**config.mk**
```make
export PLATFORM = sky130hd
export DESIGN_NAME = ssa_advance
export DESIGN_NICKNAME = d
export VERILOG_FILES = /design/src/hw/ssa_pkg.sv /design/src/hw/ssa_advance.sv
export VERILOG_INCLUDE_DIRS = /design/src /design/src/hw
export SDC_FILE = /design/constraint.sdc
export NUM_CORES = 2
export LEC_CHECK = 0
export BUFFER_PORTS_ARGS = -buffer_cell sky130_fd_sc_hd__buf_2
export CORE_MARGIN = 2
export CORE_UTILIZATION = 55
export DETAILED_ROUTE_END_ITERATION = 16
export GPL_TIMING_DRIVEN = 0
export PLACE_DENSITY = 0.72
export SETUP_SLACK_MARGIN = 0.15
export SLEW_MARGIN = 20
export SYNTH_ARGS = -nofsm -noshare
export SYNTH_HDL_FRONTEND = slang
export SYNTH_SLANG_ARGS = --single-unit
```
**constraint.sdc**
```tcl
create_clock -name sys_clk_i -period 28 [get_ports sys_clk_i]
set_input_delay 1.4 -clock sys_clk_i [delete_from_list [all_inputs] [get_ports sys_clk_i]]
set_output_delay 1.4 -clock sys_clk_i [all_outputs]
set_load 0.1 [all_outputs]
```
**src/hw/ssa_defs.svh**
```systemverilog
// Offsets, field positions, reset values and timing counts of the step advance block
// How it works
// - Disabled next-step selector never leaves the step
// - True next-step condition moves step n to n+1, step ten back to step one
// - Inputs six to ten count only when set to advance
// - Analog low true when input below low limit
// - Analog high true when input above high limit
// - Analog one window: below low or above high
// - Input ten or analog one low triggers
// - Input nine or analog two high triggers
// - Keys one to four count when set to advance
// - Enter key counts when set to advance
// - Timer fires after minutes plus seconds elapse
// - Input or timer, whichever comes first, triggers
// - Analog one low, analog two high, or timer
// - Key one or two, or timer, triggers
// - Jump condition moves directly to target step
// - Jump selector uses the same condition codes
// - Ten steps, each with its own settings
// - Disabled jump target never jumps; else steps 1-10
// - Limits are hundredths of percent, 0 to 100.00
`ifndef SSA_DEFS_SVH
`define SSA_DEFS_SVH

// ****************************************
// Register offsets
// ****************************************
`define SSA_CTRL_OFS      12'h000
`define SSA_INFUNC_OFS    12'h004
`define SSA_KEYFUNC_OFS   12'h008
`define SSA_STATUS_OFS    12'h00C
`define SSA_STEP_PAGE     4'h1
`define SSA_COND_SUB      2'h0
`define SSA_TIME_SUB      2'h1
`define SSA_LIMIT_SUB     2'h2

// ****************************************
// Field positions
// ****************************************
`define SSA_NEXT_LSB      0
`define SSA_JUMP_LSB      8
`define SSA_TARGET_LSB    16
`define SSA_SEC_LSB       0
`define SSA_MIN_LSB       16
`define SSA_LOW_LSB       0
`define SSA_HIGH_LSB      16
`define SSA_STAT_ELAPSED_LSB 8

// ****************************************
// Values and limits
// ****************************************
`define SSA_STEPS         4'hA
`define SSA_FUNC_ADVANCE  4'h1
`define SSA_LIMIT_MAX     14'h2710
`define SSA_SEC_MAX       6'h3C
`define SSA_SEC_PER_MIN   22'h00003C
`define SSA_STATE_RESET   '0

// ****************************************
// Timing
// ****************************************
`define SSA_TICK_S        1
`define SSA_CLK_HZ        200000000

`endif

```
**src/hw/ssa_pkg.sv**
```systemverilog
// Types of the step advance block
package ssa_pkg;

	typedef enum logic [4:0] {
		SSA_DISABLED, SSA_IN6, SSA_IN7, SSA_IN8, SSA_IN9, SSA_IN10,
		SSA_A1_LOW, SSA_A1_HIGH, SSA_A2_LOW, SSA_A2_HIGH, SSA_A1_WINDOW,
		SSA_IN10_OR_A1_LOW, SSA_IN9_OR_A2_HIGH,
		SSA_KEY1, SSA_KEY2, SSA_KEY3, SSA_KEY4, SSA_ENTER, SSA_TIME,
		SSA_IN6_T, SSA_IN7_T, SSA_IN8_T, SSA_IN9_T, SSA_IN10_T,
		SSA_A1_LOW_T, SSA_A2_HIGH_T, SSA_KEY1_T, SSA_KEY2_T
	} ssa_cond_type;

	typedef struct packed {
		logic        psel;
		logic        penable;
		logic        pwrite;
		logic [11:0] paddr;
		logic [31:0] pwdata;
	} ssa_apb_req_type;

	typedef struct packed {
		logic [31:0] prdata;
		logic        pready;
		logic        pslverr;
	} ssa_apb_rsp_type;

	typedef struct packed {
		logic [4:0]  next_sel;
		logic [4:0]  jump_sel;
		logic [3:0]  jump_target;
		logic [15:0] minutes;
		logic [5:0]  seconds;
		logic [13:0] low_limit;
		logic [13:0] high_limit;
	} ssa_step_cfg_type;

	typedef struct packed {
		ssa_step_cfg_type [9:0] cfg;
		logic [4:0][3:0]        in_func;
		logic [4:0][3:0]        key_func;
		logic                   run;
		logic [3:0]             step;
		logic [21:0]            elapsed;
		logic [27:0]            tick_cnt;
		logic [4:0]             in_s1;
		logic [4:0]             in_s2;
		logic [4:0]             in_prev;
		logic [4:0]             key_s1;
		logic [4:0]             key_s2;
		logic [4:0]             key_prev;
		logic [31:0]            rdata;
		logic                   slverr;
		logic                   advanced;
		logic                   jumped;
	} ssa_state_type;

endpackage

```
**src/hw/ssa_advance.sv**
```systemverilog
// Ten-step sequencer advance logic with APB configuration
`include "ssa_defs.svh"

module ssa_advance
	import ssa_pkg::*;
#(
	parameter int TICK_CYCLES = `SSA_TICK_S * `SSA_CLK_HZ
) (
	input  wire logic            sys_clk_i,
	input  wire logic            rst_n_i,
	input  wire ssa_apb_req_type apb_i,
	output ssa_apb_rsp_type      apb_o,
	input  wire logic [4:0]      input_pins_i,
	input  wire logic [4:0]      key_pins_i,
	input  wire logic [13:0]     analog1_i,
	input  wire logic [13:0]     analog2_i,
	output logic [3:0]           step_o,
	output logic                 advance_o,
	output logic                 jump_o
);

	// ****************************************
	// Condition evaluation
	// ****************************************
	function automatic logic cond_hit(input logic [4:0] code, input logic [4:0] in_ev,
			input logic [4:0] key_ev, input logic a1l, input logic a1h, input logic a2l,
			input logic a2h, input logic tmo);
		logic hit;
		hit = 1'b0;
		case (ssa_cond_type'(code))
			SSA_IN6:            hit = in_ev[0];
			SSA_IN7:            hit = in_ev[1];
			SSA_IN8:            hit = in_ev[2];
			SSA_IN9:            hit = in_ev[3];
			SSA_IN10:           hit = in_ev[4];
			SSA_A1_LOW:         hit = a1l;
			SSA_A1_HIGH:        hit = a1h;
			SSA_A2_LOW:         hit = a2l;
			SSA_A2_HIGH:        hit = a2h;
			SSA_A1_WINDOW:      hit = a1l | a1h;
			SSA_IN10_OR_A1_LOW: hit = in_ev[4] | a1l;
			SSA_IN9_OR_A2_HIGH: hit = in_ev[3] | a2h;
			SSA_KEY1:           hit = key_ev[0];
			SSA_KEY2:           hit = key_ev[1];
			SSA_KEY3:           hit = key_ev[2];
			SSA_KEY4:           hit = key_ev[3];
			SSA_ENTER:          hit = key_ev[4];
			SSA_TIME:           hit = tmo;
			SSA_IN6_T:          hit = in_ev[0] | tmo;
			SSA_IN7_T:          hit = in_ev[1] | tmo;
			SSA_IN8_T:          hit = in_ev[2] | tmo;
			SSA_IN9_T:          hit = in_ev[3] | tmo;
			SSA_IN10_T:         hit = in_ev[4] | tmo;
			SSA_A1_LOW_T:       hit = a1l | tmo;
			SSA_A2_HIGH_T:      hit = a2h | tmo;
			SSA_KEY1_T:         hit = key_ev[0] | tmo;
			SSA_KEY2_T:         hit = key_ev[1] | tmo;
			default:            hit = 1'b0;
		endcase
		return hit;
	endfunction

	// ****************************************
	// State
	// ****************************************
	ssa_state_type    s;
	ssa_state_type    next_s;
	ssa_step_cfg_type cur;
	logic [4:0]       in_ev;
	logic [4:0]       key_ev;
	logic             a1l;
	logic             a1h;
	logic             a2l;
	logic             a2h;
	logic [21:0]      duration;
	logic             tmo;
	logic             tick;
	logic             next_hit;
	logic             jump_hit;
	logic             in_step_page;
	logic [3:0]       reg_idx;
	logic [1:0]       reg_sub;
	logic             mapped;
	logic [31:0]      rd_value;
	logic             wr_fire;
	logic [13:0]      wr_low;
	logic [13:0]      wr_high;
	logic [5:0]       wr_sec;

	always_comb begin
		cur = s.cfg[s.step];
		for (int i = 0; i < 5; i++) begin
			// Edge, not level, so a held switch advances only once
			in_ev[i]  = s.in_s2[i] & ~s.in_prev[i] & (s.in_func[i] == `SSA_FUNC_ADVANCE);
			key_ev[i] = s.key_s2[i] & ~s.key_prev[i] & (s.key_func[i] == `SSA_FUNC_ADVANCE);
		end
		a1l = analog1_i < cur.low_limit;
		a2l = analog2_i < cur.low_limit;
		a1h = analog1_i > cur.high_limit;
		a2h = analog2_i > cur.high_limit;
		duration = 22'(cur.minutes) * `SSA_SEC_PER_MIN + 22'(cur.seconds);
		tmo = s.elapsed >= duration;
		tick = s.tick_cnt == 28'(TICK_CYCLES - 1);
		next_hit = s.run & cond_hit(cur.next_sel, in_ev, key_ev, a1l, a1h, a2l, a2h, tmo);
		// Same decoder serves both selectors
		jump_hit = s.run & (cur.jump_target != 4'h0) & (cur.jump_target <= `SSA_STEPS)
			& cond_hit(cur.jump_sel, in_ev, key_ev, a1l, a1h, a2l, a2h, tmo);
	end

	// ****************************************
	// APB decode
	// ****************************************
	always_comb begin
		in_step_page = apb_i.paddr[11:8] == `SSA_STEP_PAGE;
		reg_idx = apb_i.paddr[7:4];
		reg_sub = apb_i.paddr[3:2];
		rd_value = 32'h0000_0000;
		mapped = 1'b1;
		if (apb_i.paddr[1:0] != 2'h0) begin
			mapped = 1'b0;
		end else if (apb_i.paddr == `SSA_CTRL_OFS) begin
			rd_value = {31'h0000_0000, s.run};
		end else if (apb_i.paddr == `SSA_INFUNC_OFS) begin
			rd_value = {12'h000, s.in_func};
		end else if (apb_i.paddr == `SSA_KEYFUNC_OFS) begin
			rd_value = {12'h000, s.key_func};
		end else if (apb_i.paddr == `SSA_STATUS_OFS) begin
			rd_value = {2'h0, s.elapsed, 4'h0, s.step + 4'h1};
		end else if (in_step_page && reg_idx < `SSA_STEPS && reg_sub == `SSA_COND_SUB) begin
			rd_value = {12'h000, s.cfg[reg_idx].jump_target, 3'h0, s.cfg[reg_idx].jump_sel,
				3'h0, s.cfg[reg_idx].next_sel};
		end else if (in_step_page && reg_idx < `SSA_STEPS && reg_sub == `SSA_TIME_SUB) begin
			rd_value = {s.cfg[reg_idx].minutes, 10'h000, s.cfg[reg_idx].seconds};
		end else if (in_step_page && reg_idx < `SSA_STEPS && reg_sub == `SSA_LIMIT_SUB) begin
			rd_value = {2'h0, s.cfg[reg_idx].high_limit, 2'h0, s.cfg[reg_idx].low_limit};
		end else begin
			mapped = 1'b0;
		end
		wr_fire = apb_i.psel & apb_i.penable & apb_i.pwrite & mapped;
		// Out-of-range limits and seconds are clamped rather than refused
		wr_low = apb_i.pwdata[`SSA_LOW_LSB +: 14];
		wr_high = apb_i.pwdata[`SSA_HIGH_LSB +: 14];
		wr_sec = apb_i.pwdata[`SSA_SEC_LSB +: 6];
		if (wr_low > `SSA_LIMIT_MAX) begin
			wr_low = `SSA_LIMIT_MAX;
		end
		if (wr_high > `SSA_LIMIT_MAX) begin
			wr_high = `SSA_LIMIT_MAX;
		end
		if (wr_sec > `SSA_SEC_MAX) begin
			wr_sec = `SSA_SEC_MAX;
		end
	end

	// ****************************************
	// Next state
	// ****************************************
	always_comb begin
		next_s = s;
		next_s.in_s1 = input_pins_i;
		next_s.in_s2 = s.in_s1;
		next_s.in_prev = s.in_s2;
		next_s.key_s1 = key_pins_i;
		next_s.key_s2 = s.key_s1;
		next_s.key_prev = s.key_s2;
		next_s.advanced = 1'b0;
		next_s.jumped = 1'b0;

		// Read data is captured in the setup cycle so prdata comes from a flop
		if (apb_i.psel && !apb_i.penable) begin
			next_s.rdata = rd_value;
			next_s.slverr = ~mapped;
		end
		if (wr_fire) begin
			if (apb_i.paddr == `SSA_CTRL_OFS) begin
				next_s.run = apb_i.pwdata[0];
			end else if (apb_i.paddr == `SSA_INFUNC_OFS) begin
				next_s.in_func = apb_i.pwdata[19:0];
			end else if (apb_i.paddr == `SSA_KEYFUNC_OFS) begin
				next_s.key_func = apb_i.pwdata[19:0];
			end else if (in_step_page && reg_sub == `SSA_COND_SUB) begin
				next_s.cfg[reg_idx].next_sel = apb_i.pwdata[`SSA_NEXT_LSB +: 5];
				next_s.cfg[reg_idx].jump_sel = apb_i.pwdata[`SSA_JUMP_LSB +: 5];
				next_s.cfg[reg_idx].jump_target = apb_i.pwdata[`SSA_TARGET_LSB +: 4];
			end else if (in_step_page && reg_sub == `SSA_TIME_SUB) begin
				next_s.cfg[reg_idx].minutes = apb_i.pwdata[`SSA_MIN_LSB +: 16];
				next_s.cfg[reg_idx].seconds = wr_sec;
			end else if (in_step_page && reg_sub == `SSA_LIMIT_SUB) begin
				next_s.cfg[reg_idx].low_limit = wr_low;
				next_s.cfg[reg_idx].high_limit = wr_high;
			end
		end

		// One-second tick; elapsed saturates so a long step never wraps back to zero
		next_s.tick_cnt = tick ? 28'h000_0000 : s.tick_cnt + 28'h000_0001;
		if (tick && s.elapsed != 22'h3F_FFFF) begin
			next_s.elapsed = s.elapsed + 22'h00_0001;
		end

		if (!s.run) begin
			next_s.step = 4'h0;
			next_s.elapsed = 22'h00_0000;
			next_s.tick_cnt = 28'h000_0000;
		end else if (jump_hit) begin
			next_s.step = cur.jump_target - 4'h1;
			next_s.elapsed = 22'h00_0000;
			next_s.tick_cnt = 28'h000_0000;
			next_s.jumped = 1'b1;
		end else if (next_hit) begin
			next_s.step = (s.step == `SSA_STEPS - 4'h1) ? 4'h0 : s.step + 4'h1;
			next_s.elapsed = 22'h00_0000;
			next_s.tick_cnt = 28'h000_0000;
			next_s.advanced = 1'b1;
		end
	end

	always_ff @(posedge sys_clk_i) begin
		if (!rst_n_i) begin
			s <= `SSA_STATE_RESET;
		end else begin
			s <= next_s;
		end
	end

	// ****************************************
	// Outputs
	// ****************************************
	assign apb_o = '{prdata: s.rdata, pready: 1'b1, pslverr: s.slverr};
	assign step_o = s.step + 4'h1;
	assign advance_o = s.advanced;
	assign jump_o = s.jumped;
endmodule

```
Word-level counts from Yosys, hierarchy flattened
Index checks and enable logic that the tools add are counted.
{ "word_totals": {"elab_cells": 322, "out_inout_bits": 40, "regBits": 800} }
{ "classes": {"magnitude_cmp": 13, "n_eq_ne": 73, "add_sub_neg": 5, "muxes": 56, "reduce_logical": 25, "multipliers": 1, "bitwise_logic": 55} }
{ "op_table": {"columns": ["operator", "count"], "rows": [
  ["$bwmux 640", 7],
  ["$mux 640", 3],
  ["$demux 64 s4", 7],
  ["$bmux 64 s4", 2],
  ["$mux 32", 7],
  ["$mux 64", 3],
  ["$mux 54", 3],
  ["$eq 5x5->1 const B", 24],
  ["$eq 5x4->1 const B", 16],
  ["$mux 59", 1],
  ["$mux 28", 2],
  ["$pmux 1 s27", 2],
  ["$mux 50", 1],
  ["$eq 4x1->1 const B", 11],
  ["$mux 14", 3],
  ["$eq 5x3->1 const B", 8],
  ["$mux 34", 1],
  ["$mux 30", 1],
  ["$add 28x1->28 const B", 1],
  ["$eq 28x28->1 const B", 1],
  ["$gt 14x14->1", 2],
  ["$gt 14x14->1 const B", 2],
  ["$lt 14x14->1", 2],
  ["$and 1x1->1", 27],
  ["other kinds (39)", 91]
]} }

Depth between registers and ports, before layout
{ "depth": {"depth_word": 13, "depth_mapped": 36, "ltp_nobuf": 27} }

Worst setup path after synthesis
No wires, ideal clock.
{ "synth_path": {"path_kind": "register to register", "from": "register s[115] (netlist bit)", "to": "register s[80] (netlist bit)", "setup_ns": 0.089, "arrival_ns": 9.444, "path_slack_ns": 18.467, "period_less_slack_ns": 9.533, "stages_incl_launch_ff": 36, "required_ns": 27.911, "cell_sequence": "dfxtp_1 -> buf_6 -> buf_6 -> buf_8 -> buf_4 -> buf_2 -> buf_1 -> buf_1 -> clkbuf_1 -> mux2i_1 -> o22a_1 -> fa_1 -> inv_1 -> fa_1 -> fa_1 -> a21o_1 -> a21oi_1 -> o21bai_1 -> a21oi_1 -> xnor2_1 -> nand4_1 -> or3_1 -> or2_2 -> nor4_1 -> xnor3_1 -> ha_1 -> a211oi_1 -> o21ai_0 -> o32ai_1 -> nand2_1 -> a22o_1 -> a32o_1 -> a222oi_1 -> a21oi_2 -> buf_6 -> nor4_2"} }
{ "synth_between": {"elab_chain_len": 9, "elab_cells_between_ends": 84, "cone_classes": "1 x add/sub; 1 x mul; 6 x order compare; 54 x eq/ne; 4 x mux; 16 x bitwise; 2 x reduce/logical"} }
{ "synth_rtl": {"columns": ["element", "line", "text"], "rows": [
  ["from (decl)", "ssa_advance.sv:66", "ssa_state_type s;"],
  ["from (signal assigned)", "ssa_advance.sv:219", "s <= `SSA_STATE_RESET;"],
  ["from (signal assigned)", "ssa_advance.sv:221", "s <= next_s;"],
  ["$bmux 64 s4 (*)", "ssa_advance.sv:91", "cur = s.cfg[s.step];"],
  ["$mux 64 (implied by the code) (*)", "ssa_advance.sv:91", null],
  ["$mul 16x4->20 (no source line)", null, null],
  ["$add 22x6->22", "ssa_advance.sv:101", "duration = 22'(cur.minutes) * `SSA_SEC_PER_MIN + 22'(cur.seconds);"],
  ["$ge 22x22->1", "ssa_advance.sv:102", "tmo = s.elapsed >= duration;"],
  ["$or 1x1->1, or another cell as far along", "ssa_advance.sv:57", "SSA_KEY2_T: hit = key_ev[1] | tmo;"],
  ["$pmux 1 s27", "ssa_advance.sv:30", "case (ssa_cond_type'(code))"],
  ["$and 1x1->1 (on tied branches)", "ssa_advance.sv:104, ssa_advance.sv:106", null],
  ["$reduce_or 5->1 (no source line) (*)", null, null]
]} }
Mark *: on every way between the ends. The rest lies on a longest branch, timed or not. The select of a mux whose other input is x is not followed.
A chain may end at the register's enable or synchronous reset.

Worst setup path after layout
Ends and elaborated chain as after synthesis.

==> results.txt <==
The run finished with clean final reports. Using the TritonRoute via totals, the vias-per-cell ratio works out to 6.719. Entering global routing, the biggest net connects 15 pins. The part of the Yosys area used for sequential elements is 0.3497, and the final design instance area without fill is 51270 um2. The cell area power density is 51.75 nW/um2, and the horizontal die dimension is 292.6 um. Area of the core region: 82240 um2. For this run, the number of Yosys warnings is 0. The root buffer cell chosen for the clock tree is sky130_fd_sc_hd__clkbuf_16. Dividing the synthesized area by the synthesized cell count gives 8.997 um2. The slew of the pin with the lowest slew margin was 1.365 ns. At the end of routability-driven placement, the weighted congestion stood at 1.071. For the fmax, the log shows 76.17 MHz.

Setup repair after global routing left no endpoint under its margin. The worst setup path is launched from a flip-flop. The predominant post-synthesis flop cell was sky130_fd_sc_hd__dfxtp_1. The maximum fanout along the worst path came out at 10.

The netlist uses 79 different library cells. Total of hold buffers inserted after clock tree synthesis: 0. The shortest period the worst path allows was 13.13 ns; the routed via count was 43410. Detailed routing placed a total of 86220 um of wire on met2.

STA puts the critical path data arrival time at 13.73 ns. The post-synthesis instance area is 45800 um2. The share of the synthesized area in the top cell type was 0.3497; the proportion of layout cells with a drive suffix above 1 was 0.1265. The final critical-path share of the clock period was 0.4689; the deepest level of the CTS H-tree was 3. Global route total overflow: 0. For this design the top-level I/O count stands at 127.

Counting flops with a built-in enable in the synthesized netlist gives 0. The number of antenna violations at the first check in global routing is 14. The worst setup path is of the reg -> reg kind. The initial core utilization came out at 0.5569. The die height was 292.6 um.

In the detailed route, the total length drawn on met3 is 28710 um. The slowest stage cell on the critical path is sky130_fd_sc_hd__o32ai_1. The row count is 105. The tools report the leakage power as 0.01798 uW. Count of final max-slew check failures: 0. The number of nets handed over by synthesis was 5317. The delay of the slowest cell on the worst path was 0.93 ns.

The cell type with the largest total area after synthesis was sky130_fd_sc_hd__dfxtp_1. The data required time of the worst path was 28.60 ns; the relative area change from synthesis to final layout was 11.95%. In the post-synthesis netlist, the biggest area contributors are sky130_fd_sc_hd__dfxtp_1, sky130_fd_sc_hd__mux4_2, sky130_fd_sc_hd__nand2_1, sky130_fd_sc_hd__a21boi_0, sky130_fd_sc_hd__mux2i_1. After routing, the total negative slack on setup checks comes to 0 ns. Detailed placement ended at an HPWL of 156500 um. The first global-routing pass estimated 290600 um of wire. The worst slew margin relative to its limit was 0.07800. Die area: 85600 um2. For this block, wires on met1 add up to 78360 um. The number of instances in the synthesized netlist was 5091; the final core area utilization was 0.6235. The final layout contains routed wiring with a total length of 208300 um. The first-iteration detailed-routing DRC count is 6052, and the proportion of synthesized flip-flops having asynchronous set or reset is 0. The clock-pin slew of the registers on the worst-case setup and hold paths is 0.06 ns. The post-route worst hold slack was 0.4303 ns; the worst-case clock skew was 0.04217 ns. The run gives 0 as the final hold violation count. The worst setup path is captured at a flip-flop.

The type of the tightest min-delay check was reg -> reg. The number of global-route vias before repair was 39920; the buffer depth of the longest clock path was 3. Leaving out fill and tap cells, the most frequent cell in the layout is sky130_fd_sc_hd__nand2_1.

After clock tree synthesis, the repair step resized 0 gates. Input and output buffers added on the ports amount to 117. The first detailed-routing pass took 8 iterations. For the clock sink count, the log shows 800. The logs give 0 for the max-cap check violation count and 0 for the residual antenna-violating net count after detailed routing.

Most repeated library cell on the critical path: sky130_fd_sc_hd__buf_6. The later pin in the worst-skew pair is clocked with a latency of 0.72 ns. For this run, design rule violations remaining after detail routing come to 0.

TritonCTS built the clock tree. Across the VDD grid, the largest voltage drop is 0.05159 mV. The number of clock buffers added by TritonCTS is 91.

In the layout the commonest cells are sky130_fd_sc_hd__nand2_1, sky130_fd_sc_hd__dfxtp_1, sky130_fd_sc_hd__a21boi_0, sky130_fd_sc_hd__clkbuf_1, sky130_fd_sc_hd__o21ai_0. For this run, the post-layout net count is 5531. Total routing resource utilization after global routing: 0.4765. Wire length per cell after detailed routing: 32.24 um. The tools report the number of failing setup endpoints in the final timing report as 0. The flop and latch count out of synthesis was 800.

The run gives 47890 um2 as the post-detailed-placement cell area. After clock tree synthesis, the setup repair step added 0 buffers. Signal routing reaches up to met5.
-- routing by layer --
metal,GRT usage,up-vias
li1,-,18400
met1,0.6200,21040
met2,0.6876,3250
met3,0.1596,704
met4,0.2801,8
met5,0.01078,-
-- through the flow --
stage / cells / setup WS (ns) / power [uW]
2_1_floorplan: 5091 / 18.47 / 1241
3_3_place_gp: 6278 / 14.85 / 1322
3_5_place_dp: 6282 / 15.22 / 1324
4_1_cts: 6454 / 15.13 / 2629
5_1_grt: 6454 / 14.25 / 2688
6_report: 6460 / 14.87 / 2654
-- report_power, final --
part	switching (uW)	internal [uW]	total (uW)
combinational	129	41.2	170
sequential	0.801	1140	1140
clock	543	800	1340
-- area by class of cell --
type / instances / area (um2)
clock buffer: 133 / 2716
fill: 7256 / 30970
multi-input combinational: 3748 / 27530
timing repair buffer: 121 / 680.7
sequential: 800 / 16020
antenna: 6 / 15.01
tap: 1070 / 1339
buffer: 461 / 2022
clock inverter: 39 / 644.4
inverter: 82 / 307.8
-- Yosys cell counts, types with 10 or more instances --
cell type	number
sky130_fd_sc_hd__nor2_1	101
sky130_fd_sc_hd__nand3b_1	10
sky130_fd_sc_hd__o21ai_0	305
sky130_fd_sc_hd__clkbuf_1	334
sky130_fd_sc_hd__nand3_1	104
sky130_fd_sc_hd__and2_1	251
sky130_fd_sc_hd__nor4_2	16
sky130_fd_sc_hd__mux4_2	243
sky130_fd_sc_hd__and3_1	19
sky130_fd_sc_hd__o211ai_1	21
sky130_fd_sc_hd__mux2i_1	294
sky130_fd_sc_hd__o211a_1	34
sky130_fd_sc_hd__xor2_1	39
sky130_fd_sc_hd__fa_1	30
sky130_fd_sc_hd__nor3_1	65
sky130_fd_sc_hd__nor2b_1	100
sky130_fd_sc_hd__o221ai_1	18
sky130_fd_sc_hd__a22oi_1	20
sky130_fd_sc_hd__mux2_2	16
sky130_fd_sc_hd__xnor2_1	42
sky130_fd_sc_hd__nand2_1	1100
sky130_fd_sc_hd__a211oi_1	21
sky130_fd_sc_hd__nor4_1	12
sky130_fd_sc_hd__a21boi_0	396
sky130_fd_sc_hd__dfxtp_1	800
sky130_fd_sc_hd__a21oi_1	74
sky130_fd_sc_hd__o22a_1	50
sky130_fd_sc_hd__a21o_1	19
sky130_fd_sc_hd__buf_4	38
sky130_fd_sc_hd__inv_1	81
sky130_fd_sc_hd__ha_1	109
sky130_fd_sc_hd__nand4_1	36
sky130_fd_sc_hd__buf_2	20
sky130_fd_sc_hd__nand2b_1	20
sky130_fd_sc_hd__buf_1	59
sky130_fd_sc_hd__o22ai_1	47
-- worst max-delay path: cells and delay by family, from the launching register on --
kind | cells | cell delay, ns
buffers and inverters | 10 | 4.13
AOI/OAI and AO/OA | 12 | 4.06
and+or+nand+nor | 6 | 1.79
adders and majority gates | 4 | 1.59
DFF | 1 | 0.61
xor gates and xnor gates | 2 | 0.51
muxes | 1 | 0.28
-- final timing paths --
| path | start | end | slack (ns) | cells after the start |
|---|---|---|---|---|
| worst max-delay path | s[115] | s[80] | 14.87 | 35 |
| worst min-delay path | next_s[59] | next_s[54] | 0.43 | 1 |
| worst max register to register | s[115] | s[80] | 14.87 | 35 |
| worst min register to register | next_s[59] | next_s[54] | 0.43 | 1 |
-- state kept, by name, indices dropped and copies added (netlist names) --
name / cells
advance_o: 1
apb_o: 33
jump_o: 1
next_s: 20
s: 745
-- logic make-up after synthesis --
| family | Yosys count | synth area share |
|---|---|---|
| AOI/OAI and AO/OA | 1092 | 0.1628 |
| adders and majority gates | 139 | 0.04289 |
| and+or+nand+nor | 1879 | 0.1903 |
| muxes | 555 | 0.1885 |
| xor gates and xnor gates | 82 | 0.01598 |
| DFF | 800 | 0.3497 |
| other | 1 | 0.00008188 |
| buffers and inverters | 543 | 0.04975 |
Note: power is estimated with default switching activity, not from simulation.
